File: config.mk
export PLATFORM = sky130hd
export DESIGN_NAME = erg_config_regs
export DESIGN_NICKNAME = d
export VERILOG_FILES = /design/src/pkg/erg_pkg.sv /design/src/verilog/erg_pin_cell.sv /design/src/verilog/erg_config_regs.sv
export SDC_FILE = /design/constraint.sdc
export NUM_CORES = 1
export LEC_CHECK = 0
export ABC_AREA = 1
export BUFFER_PORTS_ARGS = -buffer_cell sky130_fd_sc_hd__buf_2
export CORE_MARGIN = 2
export CORE_UTILIZATION = 45
export CTS_BUF_LIST = sky130_fd_sc_hd__clkbuf_16
export DETAILED_ROUTE_END_ITERATION = 8
export PLACE_DENSITY_LB_ADDON = 0.2
export SYNTH_ARGS = -nofsm -noshare
export SYNTH_HDL_FRONTEND = slang
export SYNTH_HIERARCHICAL = 1
export SYNTH_SLANG_ARGS = --single-unit
File: constraint.sdc
create_clock -name ref_clk -period 2.5 [get_ports ref_clk]
set_input_delay 0.5 -clock ref_clk [delete_from_list [all_inputs] [get_ports ref_clk]]
set_output_delay 0.5 -clock ref_clk [all_outputs]
set_load 0.01 [all_outputs]
File: src/pkg/erg_pkg.sv
// Purpose: shared constants of the excitation routing and pin control registers
// Assumes: 8-bit register port, byte offsets as printed
// Notes: field positions and codes are named once here

package erg_pkg;

  // ==========================================================
  // register port
  localparam int ERG_ADDR_W = 8;
  localparam int ERG_DATA_W = 8;
  localparam logic [7:0] ERG_ADDR_ROUTE = 8'h03;
  localparam logic [7:0] ERG_ADDR_PINS = 8'h04;
  localparam logic [7:0] ERG_RESET_ROUTE = 8'h00;
  localparam logic [7:0] ERG_RESET_PINS = 8'h00;
  localparam logic [7:0] ERG_READ_ZERO = 8'h00;

  // ==========================================================
  // routing register fields
  localparam int ERG_ONE_ROUTE_HI = 7;
  localparam int ERG_ONE_ROUTE_LO = 5;
  localparam int ERG_TWO_ROUTE_HI = 4;
  localparam int ERG_TWO_ROUTE_LO = 2;
  localparam int ERG_ROUTE_RSVD_BIT = 1;
  localparam int ERG_AUTO_BIT = 0;

  // ==========================================================
  // pin register fields
  localparam int ERG_PINS_RSVD_BIT = 7;
  localparam int ERG_DIR_LO = 4;
  localparam int ERG_PIN2_SEL_BIT = 3;
  localparam int ERG_LEVEL_LO = 0;
  localparam int ERG_NUM_PINS = 3;
  localparam int ERG_READY_PIN = 2;

  // ==========================================================
  // route codes and one-hot target selects
  localparam int ERG_NUM_TARGETS = 6;
  typedef enum logic [2:0] {
    ERG_ROUTE_OFF = 3'h0,
    ERG_ROUTE_ANALOG_INPUT_ZERO = 3'h1,
    ERG_ROUTE_ANALOG_INPUT_ONE = 3'h2,
    ERG_ROUTE_ANALOG_INPUT_TWO = 3'h3,
    ERG_ROUTE_ANALOG_INPUT_THREE = 3'h4,
    ERG_ROUTE_REFERENCE_POSITIVE_PIN = 3'h5,
    ERG_ROUTE_REFERENCE_NEGATIVE_PIN = 3'h6,
    ERG_ROUTE_RSVD = 3'h7
  } erg_route_t;

  localparam logic [5:0] ERG_SEL_NONE = 6'h00;
  localparam logic [5:0] ERG_SEL_ANALOG_INPUT_ZERO = 6'h01;
  localparam logic [5:0] ERG_SEL_ANALOG_INPUT_ONE = 6'h02;
  localparam logic [5:0] ERG_SEL_ANALOG_INPUT_TWO = 6'h04;
  localparam logic [5:0] ERG_SEL_ANALOG_INPUT_THREE = 6'h08;
  localparam logic [5:0] ERG_SEL_REFERENCE_POSITIVE_PIN = 6'h10;
  localparam logic [5:0] ERG_SEL_REFERENCE_NEGATIVE_PIN = 6'h20;

  // output modes of conversion results, pin directions and pin 2 sources
  localparam logic ERG_MODE_MANUAL = 1'b0;
  localparam logic ERG_MODE_AUTO = 1'b1;
  localparam logic ERG_DIR_INPUT = 1'b0;
  localparam logic ERG_DIR_OUTPUT = 1'b1;
  localparam logic ERG_PIN2_FROM_LEVEL = 1'b0;
  localparam logic ERG_PIN2_FROM_READY = 1'b1;

endpackage

File: src/verilog/erg_pin_cell.sv
// Purpose: one general-purpose pin: input synchroniser and level bit
// Assumes: pin_in is asynchronous to ref_clk
// Notes: level bit follows the pin while the pin is an input

`timescale 1ns/1ns

module erg_pin_cell
  import erg_pkg::*;
(
  input wire logic ref_clk,
  input wire logic rst,
  input wire logic pin_in,
  input wire logic dir,
  input wire logic wr_en,
  input wire logic wr_level,
  output logic level_q
);

  logic meta_q;
  logic sync_q;
  logic level_d;

  // ==========================================================
  // two-stage synchroniser
  always_ff @(posedge ref_clk) begin
    if (rst) begin
      meta_q <= 1'b0;
      sync_q <= 1'b0;
    end else begin
      meta_q <= pin_in;
      sync_q <= meta_q;
    end
  end

  // ==========================================================
  // level bit
  // input: capture the pin; output: hold what software wrote
  assign level_d = (dir == ERG_DIR_INPUT) ? sync_q :
                   (wr_en ? wr_level : level_q);

  always_ff @(posedge ref_clk) begin
    if (rst) begin
      level_q <= 1'b0;
    end else begin
      level_q <= level_d;
    end
  end

endmodule

File: src/verilog/erg_config_regs.sv
// Purpose: excitation routing, result output mode and pin control registers
// Assumes: single clock ref_clk, synchronous active-high reset rst
// Notes: register port with read data one cycle after the read strobe
//
// Behaviour
// - decode source one route, 111 reserved
// - decode source two route in bits 4:2
// - reserved bits read zero, host writes zero
// - bit 0 selects manual or automatic output
// - direction bits 6:4 set input or output
// - pin 2 output from level or ready
// - output pins drive their level bit, except pin 2 drives ready when ready is selected
// - input pins capture level into level bit
// - level one means high, resets low
// - pin register at 04h, resets 00h
// - ready sets on result, clears on read
//
// The implementer's own choice: strobed register access.

`timescale 1ns/1ns

module erg_config_regs
  import erg_pkg::*;
#(
  parameter int NUM_PINS = ERG_NUM_PINS
)
(
  input wire logic ref_clk,
  input wire logic rst,
  // register port
  input wire logic [ERG_ADDR_W-1:0] reg_addr,
  input wire logic [ERG_DATA_W-1:0] reg_wdata,
  input wire logic reg_wr,
  input wire logic reg_rd,
  output logic [ERG_DATA_W-1:0] reg_rdata,
  // conversion engine events
  input wire logic result_new,
  input wire logic result_taken,
  output logic result_ready,
  // excitation source one routing
  output logic excitation_source_one_on,
  output logic [ERG_NUM_TARGETS-1:0] source_one_route,
  output logic source_one_reserved,
  // excitation source two routing
  output logic excitation_source_two_on,
  output logic [ERG_NUM_TARGETS-1:0] source_two_route,
  output logic source_two_reserved,
  // result output mode
  output logic auto_read_mode,
  // general-purpose pins
  input wire logic [NUM_PINS-1:0] pin_in,
  output logic [NUM_PINS-1:0] pin_out,
  output logic [NUM_PINS-1:0] pin_oe
);

  // ==========================================================
  // declarations
  logic [2:0] one_route_q;
  logic [2:0] one_route_d;
  logic [2:0] two_route_q;
  logic [2:0] two_route_d;
  logic auto_q;
  logic auto_d;
  logic [NUM_PINS-1:0] dir_q;
  logic [NUM_PINS-1:0] dir_d;
  logic pin2_sel_q;
  logic pin2_sel_d;
  logic [NUM_PINS-1:0] level_q;
  logic ready_q;
  logic ready_d;
  logic [ERG_DATA_W-1:0] rdata_q;
  logic [ERG_DATA_W-1:0] rdata_d;
  logic [ERG_NUM_TARGETS-1:0] one_sel_q;
  logic [ERG_NUM_TARGETS-1:0] one_sel_d;
  logic [ERG_NUM_TARGETS-1:0] two_sel_q;
  logic [ERG_NUM_TARGETS-1:0] two_sel_d;
  logic one_on_q;
  logic two_on_q;
  logic one_rsvd_q;
  logic two_rsvd_q;
  logic [NUM_PINS-1:0] pin_out_q;
  logic [NUM_PINS-1:0] pin_out_d;
  logic [NUM_PINS-1:0] pin_oe_q;

  wire hit_route = (reg_addr == ERG_ADDR_ROUTE);
  wire hit_pins = (reg_addr == ERG_ADDR_PINS);
  wire wr_route = reg_wr && hit_route;
  wire wr_pins = reg_wr && hit_pins;
  wire [ERG_DATA_W-1:0] route_view;
  wire [ERG_DATA_W-1:0] pins_view;

  // ==========================================================
  // routing and output mode register
  assign one_route_d = wr_route ? reg_wdata[ERG_ONE_ROUTE_HI:ERG_ONE_ROUTE_LO]
                                : one_route_q;
  assign two_route_d = wr_route ? reg_wdata[ERG_TWO_ROUTE_HI:ERG_TWO_ROUTE_LO]
                                : two_route_q;
  assign auto_d = wr_route ? reg_wdata[ERG_AUTO_BIT] : auto_q;

  always_ff @(posedge ref_clk) begin
    if (rst) begin
      one_route_q <= ERG_RESET_ROUTE[ERG_ONE_ROUTE_HI:ERG_ONE_ROUTE_LO];
      two_route_q <= ERG_RESET_ROUTE[ERG_TWO_ROUTE_HI:ERG_TWO_ROUTE_LO];
      auto_q <= ERG_RESET_ROUTE[ERG_AUTO_BIT];
    end else begin
      one_route_q <= one_route_d;
      two_route_q <= two_route_d;
      auto_q <= auto_d;
    end
  end

  // ==========================================================
  // pin control register
  assign dir_d = wr_pins ? reg_wdata[ERG_DIR_LO +: NUM_PINS] : dir_q;
  assign pin2_sel_d = wr_pins ? reg_wdata[ERG_PIN2_SEL_BIT] : pin2_sel_q;

  always_ff @(posedge ref_clk) begin
    if (rst) begin
      dir_q <= ERG_RESET_PINS[ERG_DIR_LO +: NUM_PINS];
      pin2_sel_q <= ERG_RESET_PINS[ERG_PIN2_SEL_BIT];
    end else begin
      dir_q <= dir_d;
      pin2_sel_q <= pin2_sel_d;
    end
  end

  // one level bit and synchroniser per pin
  // new direction so a write that makes a pin an output also sets its level
  genvar gi;
  generate
    for (gi = 0; gi < NUM_PINS; gi++) begin : g_pin
      erg_pin_cell u_cell (
        .ref_clk(ref_clk),
        .rst(rst),
        .pin_in(pin_in[gi]),
        .dir(dir_d[gi]),
        .wr_en(wr_pins),
        .wr_level(reg_wdata[ERG_LEVEL_LO + gi]),
        .level_q(level_q[gi])
      );
    end
  endgenerate

  // ==========================================================
  // result ready flag
  // a new result in the same cycle as a read keeps the flag set
  assign ready_d = result_new ? 1'b1 : (result_taken ? 1'b0 : ready_q);

  always_ff @(posedge ref_clk) begin
    if (rst) begin
      ready_q <= 1'b0;
    end else begin
      ready_q <= ready_d;
    end
  end

  // ==========================================================
  // route decode
  function automatic logic [ERG_NUM_TARGETS-1:0] route_sel(input logic [2:0] code);
    logic [ERG_NUM_TARGETS-1:0] sel;
    sel = ERG_SEL_NONE;
    case (erg_route_t'(code))
      ERG_ROUTE_OFF: begin
        sel = ERG_SEL_NONE;
      end
      ERG_ROUTE_ANALOG_INPUT_ZERO: begin
        sel = ERG_SEL_ANALOG_INPUT_ZERO;
      end
      ERG_ROUTE_ANALOG_INPUT_ONE: begin
        sel = ERG_SEL_ANALOG_INPUT_ONE;
      end
      ERG_ROUTE_ANALOG_INPUT_TWO: begin
        sel = ERG_SEL_ANALOG_INPUT_TWO;
      end
      ERG_ROUTE_ANALOG_INPUT_THREE: begin
        sel = ERG_SEL_ANALOG_INPUT_THREE;
      end
      ERG_ROUTE_REFERENCE_POSITIVE_PIN: begin
        sel = ERG_SEL_REFERENCE_POSITIVE_PIN;
      end
      ERG_ROUTE_REFERENCE_NEGATIVE_PIN: begin
        sel = ERG_SEL_REFERENCE_NEGATIVE_PIN;
      end
      default: begin
        // reserved code leaves the source disconnected
        sel = ERG_SEL_NONE;
      end
    endcase
    return sel;
  endfunction

  assign one_sel_d = route_sel(one_route_q);
  assign two_sel_d = route_sel(two_route_q);

  always_ff @(posedge ref_clk) begin
    if (rst) begin
      one_sel_q <= ERG_SEL_NONE;
      two_sel_q <= ERG_SEL_NONE;
      one_on_q <= 1'b0;
      two_on_q <= 1'b0;
      one_rsvd_q <= 1'b0;
      two_rsvd_q <= 1'b0;
    end else begin
      one_sel_q <= one_sel_d;
      two_sel_q <= two_sel_d;
      one_on_q <= |one_sel_d;
      two_on_q <= |two_sel_d;
      one_rsvd_q <= (one_route_q == ERG_ROUTE_RSVD);
      two_rsvd_q <= (two_route_q == ERG_ROUTE_RSVD);
    end
  end

  // ==========================================================
  // pin drivers
  always_comb begin
    pin_out_d = level_q;
    if (pin2_sel_q == ERG_PIN2_FROM_READY) begin
      pin_out_d[ERG_READY_PIN] = ready_q;
    end
  end

  always_ff @(posedge ref_clk) begin
    if (rst) begin
      pin_out_q <= '0;
      pin_oe_q <= '0;
    end else begin
      pin_out_q <= pin_out_d;
      pin_oe_q <= dir_q;
    end
  end

  // ==========================================================
  // read back
  // reserved positions are forced to zero whatever was written
  assign route_view = {one_route_q, two_route_q, 1'b0, auto_q};
  assign pins_view = {1'b0, dir_q, pin2_sel_q, level_q};

  assign rdata_d = !reg_rd ? ERG_READ_ZERO :
                   hit_route ? route_view :
                   hit_pins ? pins_view :
                   ERG_READ_ZERO;

  always_ff @(posedge ref_clk) begin
    if (rst) begin
      rdata_q <= ERG_READ_ZERO;
    end else begin
      rdata_q <= rdata_d;
    end
  end

  // ==========================================================
  // outputs
  assign reg_rdata = rdata_q;
  assign result_ready = ready_q;
  assign excitation_source_one_on = one_on_q;
  assign source_one_route = one_sel_q;
  assign source_one_reserved = one_rsvd_q;
  assign excitation_source_two_on = two_on_q;
  assign source_two_route = two_sel_q;
  assign source_two_reserved = two_rsvd_q;
  assign auto_read_mode = auto_q;
  assign pin_out = pin_out_q;
  assign pin_oe = pin_oe_q;

endmodule

==> results.toml <==
[floorplan]
die_w_um = 67.7
num_rows = 23
io_pins = 57
dieArea_sq_um = 4590
initial_utilization_pct = 46.4
die_h_um = 67.7
core_area_sq_um = 3940

[min_path]
worstHoldStart = "g_pin[2].u_cell/meta_q"
hold_path.class = "reg -> reg"
whs_endpoint = "g_pin[2].u_cell/sync_q"
worstHoldPathCells = 2

[cts]
clkTransAtPathRegs_ns = 0.06
cts_setup_buffers = 0
clock-root-buffer = "clkbuf_16"
ctsHoldBuffers = 0
clock_sinks = 51
cts_tree = "built"
numCtsBuffers = 5
clock_latency_ns = 0.28
clockBufferDepth = 2
post_cts_resized = 0
htree_levels = 2

[place]
dp.cells = 336
dp_worst_setup_slack_ns = 0.731
io_buffers = 56
place.gp.congestion = 0.782
dp_hpwl_um = 2480

[drt]
dr_wl_met3_um = 203
via_per_inst = 4.57
antenna_left = 0
wirelength_um = 3330
highest_layer = "met4"
vias = 1569
wl_met1_um = 1490
wl_per_cell_um = 9.72
dr.pass1.iters = 4
dr_wl_met2_um = 1620
detail_route.iter0.violations = 47
drc = 0

[grt]
antenna_found_initial = 0
first_global_vias = 1291
grt.overflow.total = 0
grt_pass1_wl_um = 5340
grt_usage_pct = 15.4
grt_max_degree = 21

[pwr]
leakagePower_uw = 0.00112
irDropWorstVdd_mv = 0.496
pwr_density_cell_nw_per_um2 = 665
p_total_uw = 1510

[logic_synthesis]
synth_enable_flop_cells = 0
synth_area_leaders = "dfxtp_1 (56%), nor2_1 (11%), nand2_1 (9.4%), inv_1 (6.6%), a21oi_1 (3.8%)"
yosysWarnings = 6
ys.flop_type = "dfxtp_1"
syn_area_per_cell_sq_um = 7.75
syn_area_sq_um = 1830
yosys_register_bits = 51
ys_seq_area_share_pct = 55.9
syn_nets = 261
yosysTopAreaCell = "dfxtp_1"
synth_top_area_share_pct = 55.9
syn-instance-count = 236
async_reset_ff_share_pct = 0
yosysUniqueCellTypes = 19

[finish]
final_cells = 343
antennaDiodeCount = 0
final_common_cell = "buf_2"
area_delta_synth_final_pct = 23.8
layout-drive-gt1-share_pct = 24.2
layout_common_cells = "buf_2 (56), nor2_1 (54), dfxtp_1 (51)"
num-fill-cells = 395
nets = 318

[critical_path]
crit_type = "in -> reg"
reg2reg_to = "source_one_route[0]"
startpoint_type = "input pin"
worstPathRequired_ns = 2.69
cp-end-kind = "flop"
ff2ff_setup_slack_ns = 1.56
cp.arrival_ns = 1.69
critPathMaxFanout = 20
r2r-start = "one_route_q[0]"
reg2reg_depth = 3

[timing]
worst_pin_slew_ns = 0.450
hold_ws_ns = 0.403
setup_tns_ns = 0
fin_skew_ns = 0.00223
grt_setup_unrepaired = "no"
slew_headroom_pct = 69.9
period_share_pct = 60.2
finalMaxSlewViolations = 0
setup_viol = 0
min_period_ns = 1.50
fmax_ghz = 0.665
finalHoldViolCount = 0
worst_slack_ns = 0.996

[run_status]
status = "completed"

[flow_run]
max_cap_viol_count = 0
==> area by class of cell <==
class / count / area [sq um] / share of cell area [%]
flip-flops and latches: 51 / 1020 / 45.1
well taps: 50 / 62.6 / 2.76
clock inverters: 2 / 8.76 / 0.387
repair buffers: 56 / 280 / 12.4
inverters: 33 / 124 / 5.47
clock buffers: 5 / 125 / 5.53
multi-input cells: 146 / 642 / 28.4
==> metrics by stage <==
| step | area [sq um] | util, % |
|---|---|---|
| finish | 2260 | 57.4 |
| global route | 2260 | 57.4 |
| CTS | 2260 | 57.4 |
| detailed placement | 2130 | 54.0 |
| global placement | 2130 | 54.0 |
| floorplan | 1830 | - |
==> cell usage after synthesis (2+ instances only) <==
library cell,instances
nor2_1,54
dfxtp_1,51
nand2_1,46
inv_1,32
a21oi_1,14
nand3_1,11
buf_2,3
nand3b_1,3
nor3_1,3
o21ai_0,3
o21bai_1,3
or2_2,3
buf_6,2
nor2_2,2
nor2_4,2
==> cells by family (layout without fill, tap and decap cells) <==
logic type	count (synthesis)	after routing	share of synthesized area, %
DFF	51	51	55.9
buffers and inverters	39	96	9.03
and+or+nand+nor	126	126	29.2
AOI/OAI and AO/OA	20	20	5.89
==> flip-flops by register name, summed over array words and instances (netlist names) <==
| register | count |
|---|---|
| source_two_reserved | 1 |
| g_pin.u_cell/meta_q | 3 |
| pin_oe | 3 |
| auto_read_mode | 1 |
| g_pin.u_cell/sync_q | 3 |
| pin_out | 3 |
| excitation_source_two_on | 1 |
| pin2_sel_q | 1 |
| source_one_route | 6 |
| result_ready | 1 |
| reg_rdata | 8 |
| source_two_route | 6 |
| g_pin.u_cell/level_q | 3 |
| dir_q | 3 |
| source_one_reserved | 1 |
| one_route_q | 3 |
| excitation_source_one_on | 1 |
| two_route_q | 3 |
==> per-layer routing <==
metal	vias up	global-route usage, %
li1	827	-
met4	0	5.36
met1	701	18.3
met2	39	26.6
met3	2	4.00
met5	-	0
==> worst max-delay path by stage <==
stage	start	endpoint	depth (start not counted)
4_1_cts	rst	reg_rdata[7]	4
6_report	rst	reg_rdata[7]	4
3_5_place_dp	rst	reg_rdata[7]	4
3_3_place_gp	rst	reg_rdata[7]	4
2_1_floorplan	reg_addr[7]	g_pin[0].u_cell/level_q	8
5_1_grt	rst	reg_rdata[7]	4
==> worst max-delay path: stages <==
cell and delay [ns]:
buf_2 0.20, inv_1 0.36, nand2_1 0.31, nor4_1 0.31
==> power by group <==
part           switching, uW  internal (uW)
clock                    255            359
combinational           40.6           27.1
sequential              3.13            821
Note: power is estimated with default switching activity, not from simulation.
